--- config.mk ---
export PLATFORM = sky130hd
export DESIGN_NAME = abu_top
export DESIGN_NICKNAME = d
export VERILOG_FILES = /design/src/logic/abu_pkg.sv /design/src/logic/abu_top.sv
export VERILOG_INCLUDE_DIRS = /design/src /design/src/logic
export SDC_FILE = /design/constraint.sdc
export NUM_CORES = 1
export LEC_CHECK = 0
export ABC_AREA = 1
export BUFFER_PORTS_ARGS = -buffer_cell sky130_fd_sc_hd__buf_2
export CAP_MARGIN = 40
export CORE_MARGIN = 2
export CORE_UTILIZATION = 49
export DETAILED_ROUTE_END_ITERATION = 8
export PLACE_DENSITY = 0.77
export SYNTH_ARGS = -nofsm -noshare
export SYNTH_HDL_FRONTEND = slang
export SYNTH_SLANG_ARGS = --single-unit
--- constraint.sdc ---
create_clock -name clk_i -period 2 [get_ports clk_i]
set_clock_uncertainty 0.15 [all_clocks]
set_input_delay 0.3 -clock clk_i [delete_from_list [all_inputs] [get_ports clk_i]]
set_output_delay 0.3 -clock clk_i [all_outputs]
set_load 0.05 [all_outputs]
--- src/logic/abu_params.svh ---
// constants of the address breakpoint unit: register offsets, bit positions, reset values, vectors
// assumes byte-wide registers at their printed addresses and a 16-bit cpu address bus
// Operation
// - pc address equal to break address with enable set requests a breakpoint
// - breakpoint forces software-interrupt opcode; vector depends on user or monitor mode
// - only the cpu program counter address is compared, no other bus traffic
// - break starts after current instruction, at once if match on last cycle
// - return-from-interrupt inside break routine ends the break state
// - enable bit 7 read/write, cleared by reset, gates address-match breaks
// - active bit set by hardware on match, cleared by reset, software clears
// - software writing one to active bit triggers a break without match
// - high and low break address byte registers, cleared on reset
// - timer counter halted while break is in progress
// - watchdog disabled in break when elevated test voltage is on reset pin
// - status bits clearable in break only when flag-clear enable permits
// - active in wait when enabled; flag records wait exit through break
// - inactive in stop, registers kept; break still exits stop and sets flag
// - flag-clear enable at bit 7 of its register, reset zero, one allows clearing
`ifndef ABU_PARAMS_SVH
`define ABU_PARAMS_SVH
`define ABU_ADDR_HIGH 16'hfe0c
`define ABU_ADDR_LOW 16'hfe0d
`define ABU_STAT_CTRL 16'hfe0e
`define ABU_FLAG_CTRL 16'hfe03
`define ABU_LP_STAT 16'hfe00
`define ABU_IRQ_STAT 16'hfe10
`define ABU_IRQ_MASK 16'hfe11
`define ABU_ENABLE_BIT 7
`define ABU_ACTIVE_BIT 6
`define ABU_FCE_BIT 7
`define ABU_LPFLAG_BIT 1
`define ABU_EV_ENTRY_BIT 0
`define ABU_EV_EXIT_BIT 1
`define ABU_RESET_BYTE 8'h00
`define ABU_VEC_USER 16'hfffc
`define ABU_VEC_MON 16'hfefc
`endif

--- src/logic/abu_pkg.sv ---
// types of the address breakpoint unit
// assumes abu_params.svh is on the include path
package abu_pkg;
  typedef enum logic [1:0] {
    ABU_IDLE = 2'b00,
    ABU_PEND = 2'b01,
    ABU_BRK = 2'b10
  } abu_state_e;
  typedef struct packed {
    logic [15:0] addr;
    logic [7:0] wdata;
    logic wr;
    logic rd;
  } abu_bus_s;
  typedef struct packed {
    logic [15:0] pc;
    logic pc_valid;
    logic last_cycle;
    logic rti_done;
    logic in_wait;
    logic in_stop;
    logic monitor_mode;
  } abu_cpu_s;
endpackage

--- src/logic/abu_top.sv ---
// address breakpoint unit: break address compare, break state, halt and flag-protect outputs
// assumes the cpu core reports pc, instruction boundary, rti completion and low-power state
//
// Local design decision: the strobed register port.
`timescale 1ns/1ps
`default_nettype none
`include "abu_params.svh"

module abu_top (
  input wire logic clk_i,
  input wire logic rst_i,
  input wire abu_pkg::abu_bus_s bus_i,
  output logic [7:0] rdata_o,
  input wire abu_pkg::abu_cpu_s cpu_i,
  input wire logic test_voltage_i,
  output logic breakpoint_request_o,
  output logic [15:0] break_vector_o,
  output logic break_in_progress_o,
  output logic timer_halt_o,
  output logic watchdog_disable_o,
  output logic flag_clear_allowed_o,
  output logic stop_exit_o,
  output logic irq_o
);
  import abu_pkg::*;

  ////////////////////////////////////////////////////////////////////////////
  // registers
  logic [7:0] addr_high_reg, addr_low_reg;
  logic enable_reg, active_reg, fce_reg, lpflag_reg;
  logic [1:0] irq_stat_reg, irq_mask_reg;
  abu_state_e state_reg, state_next;

  wire sel_high = bus_i.addr == `ABU_ADDR_HIGH;
  wire sel_low = bus_i.addr == `ABU_ADDR_LOW;
  wire sel_sc = bus_i.addr == `ABU_STAT_CTRL;
  wire sel_fc = bus_i.addr == `ABU_FLAG_CTRL;
  wire sel_lp = bus_i.addr == `ABU_LP_STAT;
  wire sel_is = bus_i.addr == `ABU_IRQ_STAT;
  wire sel_im = bus_i.addr == `ABU_IRQ_MASK;
  wire wr_sc = bus_i.wr && sel_sc;
  wire in_break = state_reg == ABU_BRK;

  ////////////////////////////////////////////////////////////////////////////
  // compare: pc only, never data traffic; compare is frozen in stop
  wire match = cpu_i.pc_valid && !cpu_i.in_stop && enable_reg &&
               cpu_i.pc == {addr_high_reg, addr_low_reg};
  wire sw_trigger = wr_sc && bus_i.wdata[`ABU_ACTIVE_BIT];
  wire trigger = match || sw_trigger;
  wire start_now = cpu_i.last_cycle || cpu_i.in_wait || cpu_i.in_stop;
  wire entry = (state_reg != ABU_BRK) && (state_next == ABU_BRK);
  wire exit_ev = in_break && cpu_i.rti_done;

  always_comb begin
    state_next = state_reg;
    case (state_reg)
      ABU_IDLE: begin
        if (trigger) begin
          state_next = start_now ? ABU_BRK : ABU_PEND;
        end
      end
      ABU_PEND: begin
        if (start_now) begin
          state_next = ABU_BRK;
        end
      end
      ABU_BRK: begin
        if (cpu_i.rti_done) begin
          state_next = ABU_IDLE;
        end
      end
      default: state_next = ABU_IDLE;
    endcase
  end

  // active: hardware set wins over a software clear in the same cycle
  wire active_next = match ? 1'b1 :
                     wr_sc ? bus_i.wdata[`ABU_ACTIVE_BIT] : active_reg;
  wire lp_set = entry && (cpu_i.in_wait || cpu_i.in_stop);
  // a break routine must not wipe pending evidence unless software opted in first
  wire clear_ok = !in_break || fce_reg;
  wire lp_clr = bus_i.wr && sel_lp && clear_ok && !bus_i.wdata[`ABU_LPFLAG_BIT];
  wire [1:0] ev = {exit_ev, entry};
  wire [1:0] is_clr = (bus_i.wr && sel_is && clear_ok) ? bus_i.wdata[1:0] : 2'b00;
  wire [1:0] is_next = ev | (irq_stat_reg & ~is_clr);

  wire [7:0] rd_mux =
    sel_high ? addr_high_reg :
    sel_low ? addr_low_reg :
    sel_sc ? {enable_reg, active_reg, 6'h00} :
    sel_fc ? {fce_reg, 7'h00} :
    sel_lp ? {6'h00, lpflag_reg, 1'b0} :
    sel_is ? {6'h00, irq_stat_reg} :
    sel_im ? {6'h00, irq_mask_reg} : `ABU_RESET_BYTE;

  ////////////////////////////////////////////////////////////////////////////
  // register file; stop does not touch any of it
  always_ff @(posedge clk_i) begin
    if (rst_i) begin
      addr_high_reg <= `ABU_RESET_BYTE;
      addr_low_reg <= `ABU_RESET_BYTE;
      enable_reg <= 1'b0;
      active_reg <= 1'b0;
      fce_reg <= 1'b0;
      lpflag_reg <= 1'b0;
      irq_stat_reg <= 2'b00;
      irq_mask_reg <= 2'b00;
      state_reg <= ABU_IDLE;
    end else begin
      if (bus_i.wr && sel_high) begin
        addr_high_reg <= bus_i.wdata;
      end
      if (bus_i.wr && sel_low) begin
        addr_low_reg <= bus_i.wdata;
      end
      if (wr_sc) begin
        enable_reg <= bus_i.wdata[`ABU_ENABLE_BIT];
      end
      if (bus_i.wr && sel_fc) begin
        fce_reg <= bus_i.wdata[`ABU_FCE_BIT];
      end
      if (bus_i.wr && sel_im) begin
        irq_mask_reg <= bus_i.wdata[1:0];
      end
      active_reg <= active_next;
      lpflag_reg <= lp_set ? 1'b1 : (lp_clr ? 1'b0 : lpflag_reg);
      irq_stat_reg <= is_next;
      state_reg <= state_next;
    end
  end

  ////////////////////////////////////////////////////////////////////////////
  // registered outputs
  always_ff @(posedge clk_i) begin
    if (rst_i) begin
      rdata_o <= `ABU_RESET_BYTE;
      breakpoint_request_o <= 1'b0;
      break_vector_o <= `ABU_VEC_USER;
      break_in_progress_o <= 1'b0;
      timer_halt_o <= 1'b0;
      watchdog_disable_o <= 1'b0;
      flag_clear_allowed_o <= 1'b1;
      stop_exit_o <= 1'b0;
      irq_o <= 1'b0;
    end else begin
      rdata_o <= bus_i.rd ? rd_mux : `ABU_RESET_BYTE;
      breakpoint_request_o <= entry;
      break_vector_o <= cpu_i.monitor_mode ? `ABU_VEC_MON : `ABU_VEC_USER;
      break_in_progress_o <= state_next == ABU_BRK;
      timer_halt_o <= state_next == ABU_BRK;
      watchdog_disable_o <= (state_next == ABU_BRK) && test_voltage_i;
      flag_clear_allowed_o <= (state_next != ABU_BRK) || fce_reg;
      stop_exit_o <= entry && cpu_i.in_stop;
      irq_o <= |(is_next & irq_mask_reg);
    end
  end
endmodule

`default_nettype wire

==> results of run 1 <==
-- synthesized netlist by cell type --
master	number
a21oi_1	32
a21oi_2	2
buf_2	1
buf_4	17
buf_8	1
clkbuf_1	2
conb_1	2
dfxtp_1	41
inv_1	41
inv_2	1
inv_4	1
nand2_1	59
nand2_2	3
nand3_1	16
nand3b_1	1
nand4_1	2
nor2_1	28
nor2_2	3
nor2_4	1
nor2_8	2
nor3_1	5
nor3_4	1
nor3b_1	1
nor4_1	1
o21ai_0	28
o21ai_2	2
o311ai_0	1
or2_2	1
xnor2_1	2
xor2_1	7
-- per-stage QoR --
step	setup WS (ns)	power (mW)	util [%]
6_report	0.1824	1.648	59.32
5_1_grt	0.01374	1.709	59.32
2_1_floorplan	0.4288	0.9829	-
3_3_place_gp	0.1646	1.028	56.91
3_5_place_dp	0.1082	1.030	56.91
4_1_cts	0.1893	1.659	59.32
-- routing by layer --
layer / share of wire [%] / wire length [µm] / global-route usage [%] / vias to the layer above
li1: - / - / - / 1074
met3: 7.5 / 370 / 5.339 / 16
met2: 48 / 2346 / 34.39 / 84
met4: 2.5 / 124 / 8.333 / 0
met1: 42 / 2068 / 25.72 / 956
met5: 0 / 0 / 0 / -
-- final timing paths --
| path | depth (start not counted) | end | start | slack (ns) |
|---|---|---|---|---|
| setup / recovery | 11 | flag_clear_allowed_o$_SDFF_PP1_ | addr_low_reg[5]$_SDFFE_PP0P_ | 0.18 |
| hold / removal | 2 | break_vector_o[8]$_SDFF_PP1_ | cpu_i[0] | 0.02 |
| setup reg to reg | 11 | flag_clear_allowed_o$_SDFF_PP1_ | addr_low_reg[5]$_SDFFE_PP0P_ | 0.18 |
| hold reg to reg | 2 | enable_reg$_SDFFE_PP0N_ | enable_reg$_SDFFE_PP0N_ | 0.33 |
-- power groups by stage --
stage / registers (mW) / logic [mW] / clock network [mW]
2_1_floorplan: 0.840 / 0.143 / 0
3_3_place_gp: 0.836 / 0.192 / 0
3_5_place_dp: 0.836 / 0.194 / 0
4_1_cts: 0.817 / 0.195 / 0.648
5_1_grt: 0.817 / 0.212 / 0.681
6_report: 0.817 / 0.195 / 0.636
-- cell type report --
class / count / area [µm²] / share of cell area, %
Timing Repair Buffer: 67 / 337.8 / 13.26
Clock inverter: 2 / 35.03 / 1.375
Inverter: 43 / 163.9 / 6.434
Tap cell: 52 / 65.06 / 2.554
Clock buffer: 5 / 68.82 / 2.701
Sequential cell: 41 / 820.8 / 32.22
Multi-Input combinational cell: 213 / 1056 / 41.45
-- cells by family after synthesis --
logic type             after synthesis  share of synthesized area (%)
buffers and inverters               64                          14.86
flip-flops                          41                          38.23
other                                2                         0.3498
AO/OA/AOI/OAI                       65                          16.03
AND/OR/NAND/NOR                    124                          26.87
XOR/XNOR                             9                          3.672
-- worst reg2reg max path, delay by kind of cell (launching register included) --
kind	cells	cell delay (ns)
buffers and inverters	1	0.06
AO/OA/AOI/OAI	1	0.20
AND/OR/NAND/NOR	9	0.93
flip-flops	1	0.38
==> results_tabular.tex, run 1 <==
\begin{tabular}{lr}
\hline
Metric & Value \\
\hline
\multicolumn{2}{l}{\textbf{Die}} \\
\quad Vertical die dimension & 70.20 µm \\
\quad Number of placement rows & 24 \\
\quad Number of primary I/O pins & $\sim$80 \\
\quad Die Outline Area & between 0.004 and 0.005 mm² \\
\quad Die X-Extent & approximately 70 µm \\
\quad Starting utilization of the core area & about 50\% \\
\quad Core Area & between 0.004 and 0.005 mm² \\
\multicolumn{2}{l}{\textbf{Clock tree}} \\
\quad Cell at the root of the clock tree & clkbuf\_8 \\
\quad CTS max path bufs & 2 \\
\quad H-Tree Level Count & 2 \\
\quad Number of hold buffers added after CTS & 0 \\
\quad Number of buffers inserted during clock tree synthesis & 5 \\
\quad Clk slew on worst S/H paths & around 0.080 ns \\
\quad Worst-Skew Late Latency & roughly 0.29 ns \\
\quad CTS tree & yes \\
\quad Setup Buffers After CTS & 0 \\
\quad Sink count of the clock tree & between 40 and 50 \\
\quad Post-CTS Resized & 0 \\
\multicolumn{2}{l}{\textbf{Cells and area}} \\
\quad Cell Count, Final, Fillers Out & around 420 \\
\quad Final-stage net count & 422 \\
\quad Share of final-layout standard cells stronger than drive strength 1 & about a quarter \\
\quad Layout overhead on the synthesized area & 18.65\% \\
\quad Commonest non-fill, non-tap cell in the layout & buf\_2 \\
\quad Number of inserted filler cells in the final layout & 413 \\
\quad Post-route cell area & between 0.002 and 0.003 mm² \\
\quad Antenna diodes & 0 \\
\quad Commonest non-fill, non-tap cells in the layout & buf\_2, nand2\_1, inv\_1, dfxtp\_1, a21oi\_1 \\
\multicolumn{2}{l}{\textbf{Synth}} \\
\quad Leading post-synthesis cells by cell area & dfxtp\_1, nand2\_1, a21oi\_1, inv\_1, o21ai\_0 \\
\quad Number of distinct library cell variants in the gate-level netlist after synthesis & 30 \\
\quad Post-Syn Instances & between 300 and 400 \\
\quad Cell Area, Synth & between 0.002 and 0.0025 mm² \\
\quad Count of state elements after synthesis & 41 \\
\quad Fraction of post-synthesis cell area in the top cell type by area & between 30\% and 40\% \\
\quad Top cell type by total area after synthesis & dfxtp\_1 \\
\quad Syn Area/Cell & slightly above 7 µm² \\
\quad Part of the Yosys area used for sequential elements & about two fifths \\
\quad Yosys synthesis warning count & 0 \\
\multicolumn{2}{l}{\textbf{Detailed routing}} \\
\quad First-pass detailed-route iteration total & 5 \\
\quad 1st-iter DRT viols & 109 \\
\quad Via count & roughly 2.1k \\
\quad Routed length per placed instance & $\sim$12 µm \\
\quad Vias per Instance & $\sim$5 \\
\quad Total detailed-routing wirelength & slightly below 5 mm \\
\quad Antenna Violating Nets Remaining & 0 \\
\quad DRC violations left & 0 \\
\multicolumn{2}{l}{\textbf{Worst setup path}} \\
\quad Max stage delay cell, worst path & dfxtp\_1 \\
\quad Crit-path max FO & 6 \\
\quad Ordered list of cells on the worst path & inv\_1 -> nand2\_1 -> nand2\_1 -> nor2\_1 -> nand3\_1 -> nor2\_1 -> nand2\_1 -> nand3\_1 -> nand2\_1 -> a21oi\_1 -> nand2\_1 \\
\quad Startpoint class of the critical path & register \\
\quad Kind of critical path & reg2reg \\
\quad Arrival time worst endpoint & between 1.5 and 2 ns \\
\quad Bufs and invs on worst path & 1 \\
\quad Worst path required time & a little over 2 ns \\
\quad Kind of cell adding the most delay to the critical path & simple AND/OR/NAND/NOR gates \\
\quad Sort of element at the end of the critical path & register \\
\quad Most numerous cell on the critical path & nand2\_1 \\
\quad Longest individual stage delay on the worst path & about 0.38 ns \\
\multicolumn{2}{l}{\textbf{Power and ir drop}} \\
\quad Reg power frac & 49.6\% \\
\quad Pwr Density & about 650 mW/mm² \\
\quad Combinational Power Share & 11.8\% \\
\quad Cell Int Power & 1.236 mW \\
\quad Clock Power Share & about two fifths \\
\quad Switching fraction of total power & between 20\% and 30\% \\
\quad VDD IR-drop max & $\sim$520 µV \\
\quad Static leakage & between 1 and 1.5 nW \\
\quad Net switching power of the design & between 400 and 500 µW \\
\multicolumn{2}{l}{\textbf{Timing}} \\
\quad WHS & 0.01808 ns \\
\quad Number of setup violations in the final report & 0 \\
\quad Fin. Hold Viols & 0 \\
\quad Worst-Margin Slew & about 0.54 ns \\
\quad Minimum period implied by the final worst setup slack & $\sim$1.8 ns \\
\quad Final-report max-slew violation count & 0 \\
\quad Upper clock frequency limit & between 500 and 600 MHz \\
\quad Period utilisation layout & 90.88\% \\
\quad Setup total negative slack & 0 ns \\
\quad Normalized max-slew margin & between 60\% and 70\% \\
\quad RSZ-0062 raised after global routing & false \\
\multicolumn{2}{l}{\textbf{Place}} \\
\quad Placer Congestion & between 0.9 and 1 \\
\quad Number of port buffers & 66 \\
\quad Post-detail-place hpwl & 3.823 mm \\
\quad Placed instance count & approximately 420 \\
\quad Area of placed instances & $\sim$0.0024 mm² \\
\multicolumn{2}{l}{\textbf{Global route}} \\
\quad Global-route congestion overflow total & 0 \\
\quad Number of global-route vias before repair & about 1.9k \\
\quad Total Routing Usage GR & between 20\% and 30\% \\
\quad Initial antenna violation count & 0 \\
\quad Pin count of the biggest net entering global routing & 26 \\
\quad Wire length of the first global-routing pass & 8.135 mm \\
\multicolumn{2}{l}{\textbf{Run}} \\
\quad Number of max-capacitance violations reported & 0 \\
\multicolumn{2}{l}{\textbf{Run status}} \\
\quad Status & completed \\
\multicolumn{2}{l}{\textbf{Min path}} \\
\quad Worst hold-check path type & in2reg \\
\hline
\end{tabular}
No activity file was read; power rests on OpenSTA's default activity.
==> run 2, diff against run 1 <==
Settings changed: HOLD_SLACK_MARGIN set to 0.08, REMOVE_ABC_BUFFERS set to 1, SKIP_LAST_GASP set to 1.
==> results_tabular.tex, run 2 (synthesized netlist as in run 1, its figures left out) <==
\begin{tabular}{lr}
\hline
Metric & Value \\
\hline
\multicolumn{2}{l}{\textbf{Place}} \\
\quad Post-detail-place hpwl & 3.866 mm (+1.1\%) \\
\quad Number of port buffers & 66 (unchanged) \\
\quad Placer Congestion & 0.8998 (-0.30\%) \\
\multicolumn{2}{l}{\textbf{Detailed routing}} \\
\quad Via count & 2081 (-2.3\%) \\
\quad Total detailed-routing wirelength & 4.876 mm (-0.67\%) \\
\quad Antenna Violating Nets Remaining & 0 (unchanged) \\
\quad DRC violations left & 0 (unchanged) \\
\quad 1st-iter DRT viols & 126 (+16\%) \\
\quad Routed length per placed instance & 11.47 µm (-1.1\%) \\
\quad Vias per Instance & 4.896 (-2.8\%) \\
\quad First-pass detailed-route iteration total & 4 (-1) \\
\multicolumn{2}{l}{\textbf{Timing}} \\
\quad Minimum period implied by the final worst setup slack & 1.730 ns (-0.08775 ns) \\
\quad Period utilisation layout & 86.49\% (-4.4 points) \\
\quad Final-report max-slew violation count & 0 (unchanged) \\
\quad Setup total negative slack & 0 ns (unchanged) \\
\quad Number of setup violations in the final report & 0 (unchanged) \\
\quad Upper clock frequency limit & 578.1 MHz (+5.1\%) \\
\quad Fin. Hold Viols & 0 (unchanged) \\
\quad RSZ-0062 raised after global routing & false \\
\multicolumn{2}{l}{\textbf{Worst setup path}} \\
\quad Arrival time worst endpoint & 1.77 ns (-0.08 ns) \\
\quad Sort of element at the end of the critical path & register \\
\quad Bufs and invs on worst path & 1 (unchanged) \\
\quad Kind of cell adding the most delay to the critical path & simple AND/OR/NAND/NOR gates \\
\quad Most numerous cell on the critical path & nand2\_1 \\
\quad Kind of critical path & reg2reg \\
\quad Startpoint class of the critical path & register \\
\quad Crit-path max FO & 6 (unchanged) \\
\quad Worst path required time & 2.04 ns (about the same) \\
\quad Longest individual stage delay on the worst path & 0.37 ns (about the same) \\
\quad Max stage delay cell, worst path & dfxtp\_1 \\
\quad Ordered list of cells on the worst path & inv\_1 -> nand2\_1 -> nand2\_1 -> nor2\_1 -> nand3\_1 -> nor2\_1 -> nand2\_1 -> nand3\_1 -> nand2\_1 -> a21oi\_1 -> nand2\_1 \\
\multicolumn{2}{l}{\textbf{Global route}} \\
\quad Global-route congestion overflow total & 0 (unchanged) \\
\quad Initial antenna violation count & 0 (unchanged) \\
\quad Total Routing Usage GR & 20.60\% (-0.16 points) \\
\quad Wire length of the first global-routing pass & 8.107 mm (-0.34\%) \\
\quad Number of global-route vias before repair & 1901 (+1.2\%) \\
\quad Pin count of the biggest net entering global routing & 18 (-31\%) \\
\multicolumn{2}{l}{\textbf{Die}} \\
\quad Core Area & 0.004294 mm² (unchanged) \\
\quad Die X-Extent & 70.20 µm (unchanged) \\
\quad Number of placement rows & 24 (unchanged) \\
\quad Die Outline Area & 0.004927 mm² (unchanged) \\
\quad Starting utilization of the core area & 50.00\% (unchanged) \\
\quad Vertical die dimension & 70.20 µm (unchanged) \\
\quad Number of primary I/O pins & 82 (unchanged) \\
\multicolumn{2}{l}{\textbf{Power and ir drop}} \\
\quad Switching fraction of total power & 27.03\% (+2.1 points) \\
\quad Cell Int Power & 1.148 mW (-7.2\%) \\
\quad VDD IR-drop max & 307.2 µV (-41\%) \\
\quad Combinational Power Share & 12.6\% (+0.8 points) \\
\quad Static leakage & 1.309 nW (about the same) \\
\quad Net switching power of the design & 425.2 µW (+3.4\%) \\
\quad Clock Power Share & 35.5\% (-3.1 points) \\
\quad Pwr Density & 616.6 mW/mm² (-4.7\%) \\
\quad Reg power frac & 51.9\% (+2.3 points) \\
\quad Total Power Consumption & 1.573 mW (-4.5\%) \\
\multicolumn{2}{l}{\textbf{Clock tree}} \\
\quad Number of hold buffers added after CTS & 1 (+1) \\
\quad Setup Buffers After CTS & 0 (unchanged) \\
\quad Number of buffers inserted during clock tree synthesis & 5 (unchanged) \\
\quad Cell at the root of the clock tree & clkbuf\_8 \\
\quad CTS tree & yes \\
\quad Post-CTS Resized & 0 (unchanged) \\
\quad H-Tree Level Count & 2 (unchanged) \\
\quad Worst-Skew Late Latency & 0.30 ns (about the same) \\
\quad Sink count of the clock tree & 41 (unchanged) \\
\quad Clk slew on worst S/H paths & 0.08 ns (about the same) \\
\quad CTS max path bufs & 2 (unchanged) \\
\multicolumn{2}{l}{\textbf{Cells and area}} \\
\quad Commonest non-fill, non-tap cells in the layout & buf\_2, nand2\_1, inv\_1, dfxtp\_1, a21oi\_1 \\
\quad Commonest non-fill, non-tap cell in the layout & buf\_2 \\
\quad Antenna diodes & 0 (unchanged) \\
\quad Number of inserted filler cells in the final layout & 415 (+0.48\%) \\
\quad Layout overhead on the synthesized area & 18.82\% \\
\quad Storage cell area & 820.8 µm² (unchanged) \\
\quad Multi-input combinational cell area & 0.001056 mm² (unchanged) \\
\quad Final-stage net count & 424 (+0.47\%) \\
\quad Share of final-layout standard cells stronger than drive strength 1 & 24.66\% (+0.14 points) \\
\multicolumn{2}{l}{\textbf{Min path}} \\
\quad Worst hold-check path type & in2reg \\
\multicolumn{2}{l}{\textbf{Run}} \\
\quad Number of max-capacitance violations reported & 0 (unchanged) \\
\multicolumn{2}{l}{\textbf{Run status}} \\
\quad Status & completed \\
\hline
\end{tabular}
==> run 2: power by group through the flow <==
stage / combinational (mW) / sequential [mW] / clock [mW]
final: 0.198 / 0.817 / 0.559
after global routing: 0.214 / 0.817 / 0.589
after CTS: 0.197 / 0.817 / 0.556
after detailed placement: 0.195 / 0.836 / 0
after global placement: 0.193 / 0.836 / 0
after floorplan: 0.116 / 0.840 / 0
==> run 2: layer usage <==
layer | vias to the layer above | global-route usage (%) | wire (µm)
met2 | 57 | 33.65 | 2317
li1 | 1079 | - | -
met1 | 932 | 27.00 | 2223
met3 | 13 | 5.051 | 227
met4 | 0 | 6.197 | 108
met5 | - | 0 | 0
==> run 2: worst reg2reg max path, delay by kind of cell, from the launching register on <==
| kind | cells | cell delay, ns |
|---|---|---|
| AO/OA/AOI/OAI | 1 | 0.21 |
| buffers and inverters | 1 | 0.05 |
| flip-flops | 1 | 0.37 |
| AND/OR/NAND/NOR | 9 | 0.84 |
==> run 2: area by class of cell <==
type / instances / area share (%)
clock buffers: 6 / 3.237
clock inverters: 1 / 0.2943
inverters: 43 / 6.425
multi-input cells: 213 / 41.39
flip-flops and latches: 41 / 32.17
well taps: 52 / 2.550
repair buffers: 69 / 13.93
==> run 2: path summary, 6_finish.rpt <==
path | startpoint | endpoint | slack (ns) | cells past startpoint
setup / recovery | addr_low_reg[0]$_SDFFE_PP0P_ | flag_clear_allowed_o$_SDFF_PP1_ | 0.27 | 11
hold / removal | test_voltage_i | watchdog_disable_o$_SDFF_PP0_ | 0.1 | 3
setup reg to reg | addr_low_reg[0]$_SDFFE_PP0P_ | flag_clear_allowed_o$_SDFF_PP1_ | 0.27 | 11
hold reg to reg | enable_reg$_SDFFE_PP0N_ | enable_reg$_SDFFE_PP0N_ | 0.33 | 2
==> run 2: metrics by stage <==
stage / std cells / area, µm² / setup slack (ns) / utilization (%) / hold slack [ns]
finish: 425 / 2551 / 0.2701 / 59.41 / 0.09705
global route: 425 / 2551 / 0.07968 / 59.41 / 0.1066
CTS: 425 / 2551 / 0.2812 / 59.41 / 0.1013
detailed placement: 417 / 2451 / 0.1166 / 57.08 / 0.3192
global placement: 417 / 2451 / 0.1626 / 57.08 / 0.3116
floorplan: 297 / 2041 / 0.4135 / - / 0.2191
